`src/verilog/dio_pkg.sv`:
```
package dio_pkg;
  // Port registers: high nibble direction, low nibble pin data
  localparam logic [7:0] PORT0_ADDR = 8'h80;
  localparam logic [7:0] PORT1_ADDR = 8'h90;
  localparam logic [7:0] PORT2_ADDR = 8'hA0;
  localparam logic [7:0] PORT3_ADDR = 8'hB0;
  localparam int PORT_COUNT = 4;
  localparam int PORT_PINS = 4;
  localparam int LOW_PINS = 16;
  localparam int DIR_LSB = 4;
  localparam int DATA_LSB = 0;
  localparam logic [15:0] DIR_RESET = 16'hFFFF;
  localparam logic [15:0] DATA_RESET = 16'h0000;

  // Pins above the first sixteen, run by their own segment-pin controls
  localparam int HIGH_PINS = 8;
  localparam int SEG_DATA_BIT = 0;
  localparam int SEG_DIR_BIT = 1;

  // Route registers in the I/O RAM space
  localparam logic [15:0] PUSHBUTTON_ROUTE_ADDR = 16'h2450;
  localparam logic [15:0] PIN10_11_ROUTE_ADDR = 16'h2451;
  localparam logic [15:0] PIN8_9_ROUTE_ADDR = 16'h2452;
  localparam logic [15:0] PIN6_7_ROUTE_ADDR = 16'h2453;
  localparam logic [15:0] PIN4_5_ROUTE_ADDR = 16'h2454;
  localparam logic [15:0] PIN2_3_ROUTE_ADDR = 16'h2455;
  localparam int ROUTE_LO_LSB = 0;
  localparam int ROUTE_HI_LSB = 4;
  localparam int ROUTE_W = 3;
  localparam logic [2:0] ROUTE_RESET = 3'h0;
  localparam int ROUTED_PINS = 10;
  localparam int FIRST_ROUTED_PIN = 2;

  typedef enum logic [2:0] {
    ROUTE_NONE = 3'b000,
    ROUTE_RESERVED = 3'b001,
    ROUTE_TIMER0 = 3'b010,
    ROUTE_TIMER1 = 3'b011,
    ROUTE_EXTERNAL_INTERRUPT_ZERO = 3'b100,
    ROUTE_EXTERNAL_INTERRUPT_ONE = 3'b101
  } route_code_t;
endpackage

```
`src/verilog/dio_pin_routing_and_port.sv`:
```
`timescale 1ns/100ps
// Function
// - Three-bit route fields tie pins two to eleven and pushbutton to resources.
// - Code 2 feeds the pin to timer0 clock or gate, ORed.
// - Code 3 feeds the pin to timer1 clock or gate, ORed.
// - Code 4 routes the pin to external interrupt zero, ORed.
// - Code 5 routes the pin to external interrupt one, ORed.
// - One direction bit per low pin, one means output, reset ones.
// - Direction bit ignored when the pin is not general I/O.
// - High pins take direction from segment-pin control bit one.
// - Data reads return pin levels; LCD pins read zero.
// - Data writes change the driven level only on output pins.
// - LCD and input pins ignore writes to their data bits.
// - High pins take output data from segment-pin control bit zero.
module dio_pin_routing_and_port (
  input wire logic clk,
  input wire logic rst,
  input wire logic ce,
  input wire logic [7:0] sfr_addr,
  input wire logic sfr_wr,
  input wire logic sfr_rd,
  input wire logic [7:0] sfr_wdata,
  output logic [7:0] sfr_rdata,
  input wire logic [15:0] xram_addr,
  input wire logic xram_wr,
  input wire logic xram_rd,
  input wire logic [7:0] xram_wdata,
  output logic [7:0] xram_rdata,
  input wire logic [dio_pkg::LOW_PINS-1:0] lcd_sel,
  input wire logic [dio_pkg::LOW_PINS-1:0] pin_in,
  output logic [dio_pkg::LOW_PINS-1:0] pin_out,
  output logic [dio_pkg::LOW_PINS-1:0] pin_oe_n,
  input wire logic pushbutton_in,
  input wire logic [dio_pkg::HIGH_PINS-1:0] high_lcd_sel,
  input wire logic [dio_pkg::HIGH_PINS-1:0][1:0] segment_pin_control,
  output logic [dio_pkg::HIGH_PINS-1:0] high_pin_out,
  output logic [dio_pkg::HIGH_PINS-1:0] high_pin_oe_n,
  output logic timer0_clock_gate,
  output logic timer1_clock_gate,
  output logic external_interrupt_zero,
  output logic external_interrupt_one
);
  import dio_pkg::*;

  ////////////////////////////////////////////////////////////////////////////
  // Helpers

  function automatic logic [1:0] port_hit(input logic [7:0] addr, output logic hit);
    hit = 1'b1;
    case (addr)
      PORT0_ADDR: port_hit = 2'h0;
      PORT1_ADDR: port_hit = 2'h1;
      PORT2_ADDR: port_hit = 2'h2;
      PORT3_ADDR: port_hit = 2'h3;
      default: begin
        port_hit = 2'h0;
        hit = 1'b0;
      end
    endcase
  endfunction

  // Only codes 2..5 reach a resource; 0, 1 and 6..7 reach nothing
  function automatic logic route_match(input logic [2:0] field, input route_code_t code);
    route_match = (field == code);
  endfunction

  // Spare bits 3 and 7 of a route byte always read zero
  function automatic logic [7:0] route_pair(input logic [ROUTE_W-1:0] lo, input logic [ROUTE_W-1:0] hi);
    route_pair = 8'h00;
    route_pair[ROUTE_LO_LSB +: ROUTE_W] = lo;
    route_pair[ROUTE_HI_LSB +: ROUTE_W] = hi;
  endfunction

  ////////////////////////////////////////////////////////////////////////////
  // Pin synchronisers

  logic [LOW_PINS-1:0] pin_meta;
  logic [LOW_PINS-1:0] pin_sync;
  logic pb_meta;
  logic pb_sync;

  // Two stages: pins and pushbutton are asynchronous to clk
  always_ff @(posedge clk or posedge rst) begin
    if (rst) begin
      pin_meta <= '0;
      pin_sync <= '0;
      pb_meta <= 1'b0;
      pb_sync <= 1'b0;
    end else if (ce) begin
      pin_meta <= pin_in;
      pin_sync <= pin_meta;
      pb_meta <= pushbutton_in;
      pb_sync <= pb_meta;
    end
  end

  ////////////////////////////////////////////////////////////////////////////
  // Port direction and data

  logic [LOW_PINS-1:0] pin_direction_bits;
  logic [LOW_PINS-1:0] pin_data_bits;
  logic [LOW_PINS-1:0] gpio_out;
  logic [1:0] wr_port;
  logic wr_hit;
  logic [1:0] rd_port;
  logic rd_hit;

  always_comb begin
    wr_port = port_hit(sfr_addr, wr_hit);
    rd_port = port_hit(sfr_addr, rd_hit);
  end

  // Pin is an active output only when general I/O and direction is one
  assign gpio_out = pin_direction_bits & ~lcd_sel;

  always_ff @(posedge clk or posedge rst) begin
    if (rst) begin
      pin_direction_bits <= DIR_RESET;
    end else if (ce && sfr_wr && wr_hit) begin
      pin_direction_bits[wr_port*PORT_PINS +: PORT_PINS] <= sfr_wdata[DIR_LSB +: PORT_PINS];
    end
  end

  // Mask uses the direction before this write, so a write that also flips
  // direction does not leak data onto a pin that was an input.
  always_ff @(posedge clk or posedge rst) begin
    if (rst) begin
      pin_data_bits <= DATA_RESET;
    end else if (ce && sfr_wr && wr_hit) begin
      for (int i = 0; i < PORT_PINS; i++) begin
        if (gpio_out[wr_port*PORT_PINS + i]) begin
          pin_data_bits[wr_port*PORT_PINS + i] <= sfr_wdata[DATA_LSB + i];
        end
      end
    end
  end

  always_ff @(posedge clk or posedge rst) begin
    if (rst) begin
      pin_out <= '0;
      pin_oe_n <= '1;
    end else if (ce) begin
      pin_out <= pin_data_bits & gpio_out;
      pin_oe_n <= ~gpio_out;
    end
  end

  // Unmapped SFR reads answer zero
  always_ff @(posedge clk or posedge rst) begin
    if (rst) begin
      sfr_rdata <= 8'h00;
    end else if (ce && sfr_rd) begin
      if (rd_hit) begin
        sfr_rdata <= {pin_direction_bits[rd_port*PORT_PINS +: PORT_PINS],
                      pin_sync[rd_port*PORT_PINS +: PORT_PINS] & ~lcd_sel[rd_port*PORT_PINS +: PORT_PINS]};
      end else begin
        sfr_rdata <= 8'h00;
      end
    end
  end

  ////////////////////////////////////////////////////////////////////////////
  // High pins follow their own segment-pin controls

  always_ff @(posedge clk or posedge rst) begin
    if (rst) begin
      high_pin_out <= '0;
    end else if (ce) begin
      for (int i = 0; i < HIGH_PINS; i++) begin
        high_pin_out[i] <= segment_pin_control[i][SEG_DATA_BIT] & ~high_lcd_sel[i];
      end
    end
  end

  // LCD select wins over the direction bit of a high pin
  always_ff @(posedge clk or posedge rst) begin
    if (rst) begin
      high_pin_oe_n <= '1;
    end else if (ce) begin
      for (int i = 0; i < HIGH_PINS; i++) begin
        high_pin_oe_n[i] <= ~(segment_pin_control[i][SEG_DIR_BIT] & ~high_lcd_sel[i]);
      end
    end
  end

  ////////////////////////////////////////////////////////////////////////////
  // Route fields: index 0..9 are pins 2..11, index 10 is the pushbutton

  logic [ROUTED_PINS:0][ROUTE_W-1:0] route_field;
  logic [ROUTED_PINS:0] route_src;
  logic route_hit;
  logic [15:0] route_addr;

  assign route_src = {pb_sync, pin_sync[FIRST_ROUTED_PIN +: ROUTED_PINS]};

  always_comb begin
    route_hit = 1'b1;
    case (xram_addr)
      PUSHBUTTON_ROUTE_ADDR, PIN10_11_ROUTE_ADDR, PIN8_9_ROUTE_ADDR,
      PIN6_7_ROUTE_ADDR, PIN4_5_ROUTE_ADDR, PIN2_3_ROUTE_ADDR: route_hit = 1'b1;
      default: route_hit = 1'b0;
    endcase
    route_addr = xram_addr;
  end

  always_ff @(posedge clk or posedge rst) begin
    if (rst) begin
      route_field <= '0;
    end else if (ce && xram_wr && route_hit) begin
      case (route_addr)
        PUSHBUTTON_ROUTE_ADDR: begin
          route_field[10] <= xram_wdata[ROUTE_LO_LSB +: ROUTE_W];
        end
        PIN10_11_ROUTE_ADDR: begin
          route_field[8] <= xram_wdata[ROUTE_LO_LSB +: ROUTE_W];
          route_field[9] <= xram_wdata[ROUTE_HI_LSB +: ROUTE_W];
        end
        PIN8_9_ROUTE_ADDR: begin
          route_field[6] <= xram_wdata[ROUTE_LO_LSB +: ROUTE_W];
          route_field[7] <= xram_wdata[ROUTE_HI_LSB +: ROUTE_W];
        end
        PIN6_7_ROUTE_ADDR: begin
          route_field[4] <= xram_wdata[ROUTE_LO_LSB +: ROUTE_W];
          route_field[5] <= xram_wdata[ROUTE_HI_LSB +: ROUTE_W];
        end
        PIN4_5_ROUTE_ADDR: begin
          route_field[2] <= xram_wdata[ROUTE_LO_LSB +: ROUTE_W];
          route_field[3] <= xram_wdata[ROUTE_HI_LSB +: ROUTE_W];
        end
        PIN2_3_ROUTE_ADDR: begin
          route_field[0] <= xram_wdata[ROUTE_LO_LSB +: ROUTE_W];
          route_field[1] <= xram_wdata[ROUTE_HI_LSB +: ROUTE_W];
        end
        default: begin
        end
      endcase
    end
  end

  // Unmapped I/O RAM reads answer zero; unused bits read zero
  always_ff @(posedge clk or posedge rst) begin
    if (rst) begin
      xram_rdata <= 8'h00;
    end else if (ce && xram_rd) begin
      case (xram_addr)
        PUSHBUTTON_ROUTE_ADDR: begin
          xram_rdata <= route_pair(route_field[10], ROUTE_RESET);
        end
        PIN10_11_ROUTE_ADDR: begin
          xram_rdata <= route_pair(route_field[8], route_field[9]);
        end
        PIN8_9_ROUTE_ADDR: begin
          xram_rdata <= route_pair(route_field[6], route_field[7]);
        end
        PIN6_7_ROUTE_ADDR: begin
          xram_rdata <= route_pair(route_field[4], route_field[5]);
        end
        PIN4_5_ROUTE_ADDR: begin
          xram_rdata <= route_pair(route_field[2], route_field[3]);
        end
        PIN2_3_ROUTE_ADDR: begin
          xram_rdata <= route_pair(route_field[0], route_field[1]);
        end
        default: xram_rdata <= 8'h00;
      endcase
    end
  end

  ////////////////////////////////////////////////////////////////////////////
  // Resource combining: any mapped pin high drives the resource high

  logic next_t0;
  logic next_t1;
  logic next_i0;
  logic next_i1;

  always_comb begin
    next_t0 = 1'b0;
    next_t1 = 1'b0;
    next_i0 = 1'b0;
    next_i1 = 1'b0;
    for (int i = 0; i <= ROUTED_PINS; i++) begin
      next_t0 = next_t0 | (route_src[i] & route_match(route_field[i], ROUTE_TIMER0));
      next_t1 = next_t1 | (route_src[i] & route_match(route_field[i], ROUTE_TIMER1));
      next_i0 = next_i0 | (route_src[i] & route_match(route_field[i], ROUTE_EXTERNAL_INTERRUPT_ZERO));
      next_i1 = next_i1 | (route_src[i] & route_match(route_field[i], ROUTE_EXTERNAL_INTERRUPT_ONE));
    end
  end

  // Registered so the timers and interrupts see a glitch-free OR
  always_ff @(posedge clk or posedge rst) begin
    if (rst) begin
      timer0_clock_gate <= 1'b0;
      timer1_clock_gate <= 1'b0;
      external_interrupt_zero <= 1'b0;
      external_interrupt_one <= 1'b0;
    end else if (ce) begin
      timer0_clock_gate <= next_t0;
      timer1_clock_gate <= next_t1;
      external_interrupt_zero <= next_i0;
      external_interrupt_one <= next_i1;
    end
  end
endmodule

```
`config.mk`:
```
export PLATFORM = sky130hd
export DESIGN_NAME = dio_pin_routing_and_port
export DESIGN_NICKNAME = d
export VERILOG_FILES = /design/src/verilog/dio_pkg.sv /design/src/verilog/dio_pin_routing_and_port.sv
export SDC_FILE = /design/constraint.sdc
export NUM_CORES = 1
export LEC_CHECK = 0
export BUFFER_PORTS_ARGS = -buffer_cell sky130_fd_sc_hd__buf_2
export CAP_MARGIN = 25
export CORE_MARGIN = 1.5
export CORE_UTILIZATION = 55
export DETAILED_ROUTE_END_ITERATION = 12
export PLACE_DENSITY = 0.79
export SYNTH_ARGS = -nofsm -noshare
export SYNTH_HDL_FRONTEND = slang
export SYNTH_SLANG_ARGS = --single-unit
```
`constraint.sdc`:
```
create_clock -name clk -period 5.27 [get_ports clk]
set_input_delay 0.2635 -clock clk [delete_from_list [all_inputs] [get_ports clk]]
set_output_delay 0.2635 -clock clk [all_outputs]
set_load 0.02 [all_outputs]
```
==> metrics, run 1 <==
status=completed; Worst Hold Depth=2; HP Class=primary input to flop; CTS Buffer Depth=2; crit path DAT=3.22 ns; Yosys cell types=56; Final Critical Period=2.86 ns; CTS clock-pin slew for the worst setup and hold paths=around 0.060 ns; r2r setup slk=around 3.3 ns; Worst-Skew Late Latency=around 0.43 ns; dpl cell area=8810 um2; Overall Global Routing Usage=0.286; Synth top area share=0.399; Die Area=15,000 um2; dominant synthesized flop cell=dfrtp_1; Die H=between 100 and 150 um; Leak=4.31 nW; Startpoint Class=primary input; layout cell share with drive strength beyond 1=0.413; Initial Util=0.565; FF-to-FF path depth=5; WP data required=approximately 5.6 ns; synth warn=0; Via-to-Cell Ratio=about 6.0; Max VDD drop=slightly above 0.2 mV; grt ovf=0; post-place setup slack=2.21 ns; DR iter-0 viols=a little under 400; Synth area leaders=dfrtp_1 (40%), dfstp_2 (13%), mux2_2 (13%); RR Startpoint=pin_direction_bits[3]; vias=between 6,000 and 7,000; FP Rows=43; Commonest cells post-synth=dfrtp_1 (125), mux2_2 (89), dfstp_2 (40), inv_1 (40), nand2_1 (40); Min Hold Slack=around 0.07 ns; CP Class=primary input to flop; Synth Cell Area=7850 um2; final hold vios=0; unrepaired setup endpoints after global routing=false; vias in the first global route=6,217; chip width=around 120 um; clk sinks=165; drt wl/cell=19.9 um; fin nets=approximately 960; post-route ant nets=0; top cell type by total area after synthesis=dfrtp_1; Final Max Slew Viols=0; Layout Cells excl Fill=between 1,000 and 1,500; final worst setup slack=approximately 2.4 ns; clock skew=0.00853 ns; IO buf count=between 150 and 200; total power=2.71 mW; number of synthesized flops with an enable pin=0; CP Capture Type=flop; number of fill cells=1,076; sequential fraction of the synthesis area=0.533; clock root cell=clkbuf_16; Hold Path End=pin_meta[12]; Max-slew headroom=0.329; setup-violating endpoint count in the final report=0; DRC viols=0; # IOs=about 170; setup_tns=0 ns; cell count after synthesis=slightly below 700; crit-path max FO=8; initial antenna violation count=2; post-layout instance area=9450 um2; setup bufs post-CTS=0; pin count of the biggest net entering global routing=between 100 and 150; synthesized area per cell=around 12 um2; Yosys reg bits=165; drt total wl=20.8 mm; r2r endpoint=pin_data_bits[11]; Worst Tran Pin Value=0.997 ns; DP Cell Count=about 1,000; Final HPWL DP=15.0 mm; Tcrit/Tclk final=0.543; HP Start=pin_in[12]; H-tree level count=4; maximum clock rate=349 MHz; core area=about 14,000 um2; CTS buffer count=17; area grow syn2layout=20.4%; async set-reset flop share out of synthesis=1.00; Pre-antenna DRT Iters=7; final core utilization=0.681; max-capacitance violation count=0; Power Density=about 290 nW/um2; TritonCTS clock tree=yes; leading cell type by number of instances after synthesis=dfrtp_1; first-pass GRT wire length=32.2 mm; GP Congestion=roughly 0.91
## layer usage
metal / vias up / GRT usage / share of wire
li1: 2853 / - / -
met5: - / 0 / 0.00058
met2: 299 / 0.474 / 0.48
met4: 2 / 0.114 / 0.024
met1: 3102 / 0.358 / 0.41
met3: 40 / 0.0743 / 0.082
## worst max-delay path by stage
stage	from	to	slack (ns)	cells past startpoint
floorplan	rst	external_interrupt_one	0.61	1
global placement	sfr_addr[6]	pin_direction_bits[12]	2.34	8
detailed placement	sfr_addr[6]	pin_direction_bits[12]	2.21	8
CTS	sfr_addr[6]	pin_direction_bits[12]	2.65	8
global route	sfr_addr[4]	pin_direction_bits[12]	2.38	7
finish	sfr_addr[6]	pin_direction_bits[12]	2.41	8
## what timing repair did
item | 4_1_cts | 5_1_grt
hold endpoints to repair | 8 | 5
gates resized for setup | 0 | 0
setup endpoints to repair | 0 | 0
hold buffers | 8 | 1
## flip-flops by register name, summed over array words and instances (netlist names)
| register | count |
|---|---|
| route_field | 33 |
| pin_data_bits | 16 |
| pin_direction_bits | 16 |
| pin_meta | 16 |
| pin_oe_n | 16 |
| pin_out | 16 |
| pin_sync | 16 |
| high_pin_oe_n | 8 |
| high_pin_out | 8 |
| sfr_rdata | 8 |
| xram_rdata | 6 |
| external_interrupt_one | 1 |
| external_interrupt_zero | 1 |
| pb_meta | 1 |
| pb_sync | 1 |
| timer0_clock_gate | 1 |
| timer1_clock_gate | 1 |
## report_power, final
group          switching [mW]  internal [mW]  total, mW
Sequential             0.0431           1.32       1.37
Clock                   0.488          0.600       1.09
Combinational           0.146          0.105      0.252
Total                   0.678           2.03       2.71
## critical path, cell delays in order
cell and delay, ns:
buf_2 0.11, nor4b_4 0.46, nand3_1 0.39, inv_1 0.19
ha_1 0.19, nand4_1 0.39, nor4_1 0.95, a22o_1 0.27
## cell families (layout without fill, tap and decap cells)
kind of cell | after synthesis | count (layout) | share of synthesized area
AND/OR/NAND/NOR | 213 | 213 | 0.166
flip-flops | 165 | 165 | 0.533
AO/OA/AOI/OAI | 126 | 126 | 0.113
multiplexers | 96 | 96 | 0.145
buffers and inverters | 69 | 254 | 0.0357
adder cells (fa/ha/maj) | 5 | 5 | 0.00797
other | 1 | 3 | 0.000478
## placed cells by master, fill, tap and decap left out, drive strengths merged, types with 3 or more instances in the layout
master and n:
a31oi 12, nor4 8, nand2 40, o21ai 23
mux2 90, buf 173, a22oi 5, nor4b 10
dlygate4sd3 9, nand3 17, o22ai 11, nand4b 14
or4bb 3, nor2b 19, a21oi 19, inv 41
a31o 8, nand3b 5, ha 5, nor2 30
clkinvlp 4, nand4 11, clkbuf 24, o221ai 3
o32ai 7, dfrtp 125, nor3 24, mux4 5
a22o 28, a222oi 3, clkinv 3, dfstp 40
nand2b 10, and3 4, nor4bb 4, or2 3
## layout make-up
| class | count | area [um2] | share of cell area |
|---|---|---|---|
| Multi-Input combinational cell | 442 | 3390 | 0.359 |
| Clock inverter | 8 | 53.8 | 0.00569 |
| Timing Repair Buffer | 182 | 988 | 0.105 |
| Inverter | 40 | 155 | 0.0164 |
| Sequential cell | 165 | 4180 | 0.442 |
| Antenna cell | 1 | 2.50 | 0.000265 |
| Clock buffer | 24 | 452 | 0.0478 |
| Tap cell | 180 | 225 | 0.0238 |
No activity file was read; power rests on OpenSTA's default activity.
==> run 2: changes to the inputs <==
--- a/config.mk
+++ b/config.mk
@@ -8,9 +8,9 @@
 export BUFFER_PORTS_ARGS = -buffer_cell sky130_fd_sc_hd__buf_2
 export CAP_MARGIN = 25
 export CORE_MARGIN = 1.5
-export CORE_UTILIZATION = 55
+export CORE_UTILIZATION = 49
 export DETAILED_ROUTE_END_ITERATION = 12
-export PLACE_DENSITY = 0.79
+export PLACE_DENSITY = 0.74
 export SYNTH_ARGS = -nofsm -noshare
 export SYNTH_HDL_FRONTEND = slang
 export SYNTH_SLANG_ARGS = --single-unit
==> constraint.sdc (replaced) <==
create_clock -name clk -period 2.6 [get_ports clk]
set_input_delay 0.13 -clock clk [delete_from_list [all_inputs] [get_ports clk]]
set_output_delay 0.13 -clock clk [all_outputs]
set_load 0.02 [all_outputs]
==> metrics, run 2 (same netlist as run 1, synthesis figures left out) <==
Worst-Skew Late Latency=0.43 ns (about the same); Tcrit/Tclk final=0.777; most frequent cells in the layout=buf_2 (166), dfrtp_1 (125), mux2_2 (89); FP Rows=46 (+7.0%); # hold bufs at CTS=50 (+42); Power Density=595 nW/um2 (+110%); layout cell share with drive strength beyond 1=0.409 (-0.00428); clk sinks=165 (unchanged); post-layout instance area=10,100 um2 (+7.1%); Overall Global Routing Usage=0.257 (-0.0290); TritonCTS clock tree=yes; Die Area=16,800 um2 (+12%); commonest non-fill, non-tap cell in the layout=buf_2; Startpoint Class=primary input; vias in the first global route=6,401 (+3.0%); final core utilization=0.642 (-0.0390); CP Class=primary input to flop; setup-violating endpoint count in the final report=0 (unchanged); Initial Util=0.498 (-0.0677); max-capacitance violation count=0 (unchanged); crit-path max FO=6 (-2); drt wl/cell=18.4 um (-7.7%); post-route ant nets=0 (unchanged); maximum clock rate=roughly 490 MHz; vias=6,463 (+2.7%); drt total wl=20.8 mm (+0.21%); number of flip-flops in the largest register=33 (unchanged); Worst Tran Pin Value=0.854 ns (-0.144 ns); number of fill cells=1,288 (+20%); clock root cell=clkbuf_16; Gates resized, CTS repair=0 (unchanged); chip width=130 um (+5.8%); Leak=4.58 nW (+6.4%); dpl cell area=8980 um2 (+1.9%); Largest Register=route_field; fin nets=1,010 (+5.5%); core area=15,800 um2 (+14%); Die H=130 um (+5.8%); # IOs=172 (unchanged); unrepaired setup endpoints after global routing=false; GP Congestion=0.906 (-0.81%); CTS Buffer Depth=2 (unchanged); Max-slew headroom=0.431 (+0.102); grt ovf=0 (unchanged); H-tree level count=4 (unchanged); DRC viols=0 (unchanged); pin count of the biggest net entering global routing=166 (+52%); clock skew=0.00606 ns (-0.00247 ns); CTS buffer count=17 (unchanged); setup_tns=0 ns (unchanged); Min Hold Slack=-0.0238 ns (-0.0950 ns); Via-to-Cell Ratio=5.71 (-5.4%); Pre-antenna DRT Iters=5 (-2); status=finished with violations; Final Critical Period=2.02 ns; final hold vios=34 (+34); WP data required=2.91 ns (-2.72 ns); HP Class=primary input to asynchronous set/reset pin; IO buf count=167 (unchanged); initial antenna violation count=2 (unchanged); area grow syn2layout=28.9%; first-pass GRT wire length=32.6 mm (+1.4%); Final HPWL DP=14.5 mm (-3.6%); failing checks=negative hold slack; CP Capture Type=flop; DR iter-0 viols=517 (+30%); crit path DAT=2.33 ns (-0.89 ns); CTS clock-pin slew for the worst setup and hold paths=0.06 ns (about the same); setup bufs post-CTS=0 (unchanged); Max VDD drop=0.480 mV (+130%); Final Max Slew Viols=0 (unchanged)
==> run 2: path summary, 6_finish.rpt <==
kind                                     to  slack [ns]                   start  cells past startpoint
setup reg to reg           pin_data_bits[2]        0.59  pin_direction_bits[14]                      5
max in group asynchronous      pin_meta[11]        2.02                     rst                      3
hold / removal              high_pin_out[3]       -0.02                     rst                      3
hold reg to reg                 pin_oe_n[9]        0.48             pin_oe_n[9]                      2
min in group clk            route_field[11]        0.02           xram_wdata[6]                      2
setup / recovery            route_field[17]        0.58            xram_addr[9]                      6
==> run 2: critical path, cell delays in order <==
cell and delay, ns:
buf_2 0.09, or4_1 0.66, nor4_4 0.35, and3_1 0.29
and3_1 0.42, mux2_2 0.39
==> run 2: per-stage QoR <==
stage | setup slack, ns | hold WS (ns) | instances | total power [mW]
floorplan | 0.404 | 0.202 | 676 | 3.08
global route | 0.501 | 0.0105 | 1130 | 6.22
CTS | 0.609 | 0.00493 | 1130 | 6.05
finish | 0.579 | -0.0238 | 1131 | 6.02
detailed placement | 0.170 | 0.296 | 1048 | 3.30
global placement | 0.181 | 0.288 | 1048 | 3.29
==> run 2: area by class of cell <==
cell class | count | area [um2] | share of cell area
Clock inverter | 12 | 178 | 0.0176
Inverter | 40 | 154 | 0.0152
Sequential cell | 165 | 4180 | 0.413
Tap cell | 216 | 270 | 0.0267
Multi-Input combinational cell | 442 | 3390 | 0.335
Clock buffer | 20 | 457 | 0.0451
Timing Repair Buffer | 235 | 1490 | 0.147
Antenna cell | 1 | 2.50 | 0.000247
==> run 2: report_power, final <==
group	internal (mW)	total, mW	switching, mW
clock network	1.66	2.69	1.04
logic	0.259	0.560	0.301
registers	2.68	2.76	0.0802
==> run 2: metal layers <==
metal / track usage / routed length, um / up-vias
li1: - / - / 2957
met1: 0.320 / 8510 / 3183
met2: 0.423 / 10100 / 278
met3: 0.0714 / 1630 / 43
met4: 0.107 / 537 / 2
met5: 0 / 13 / -
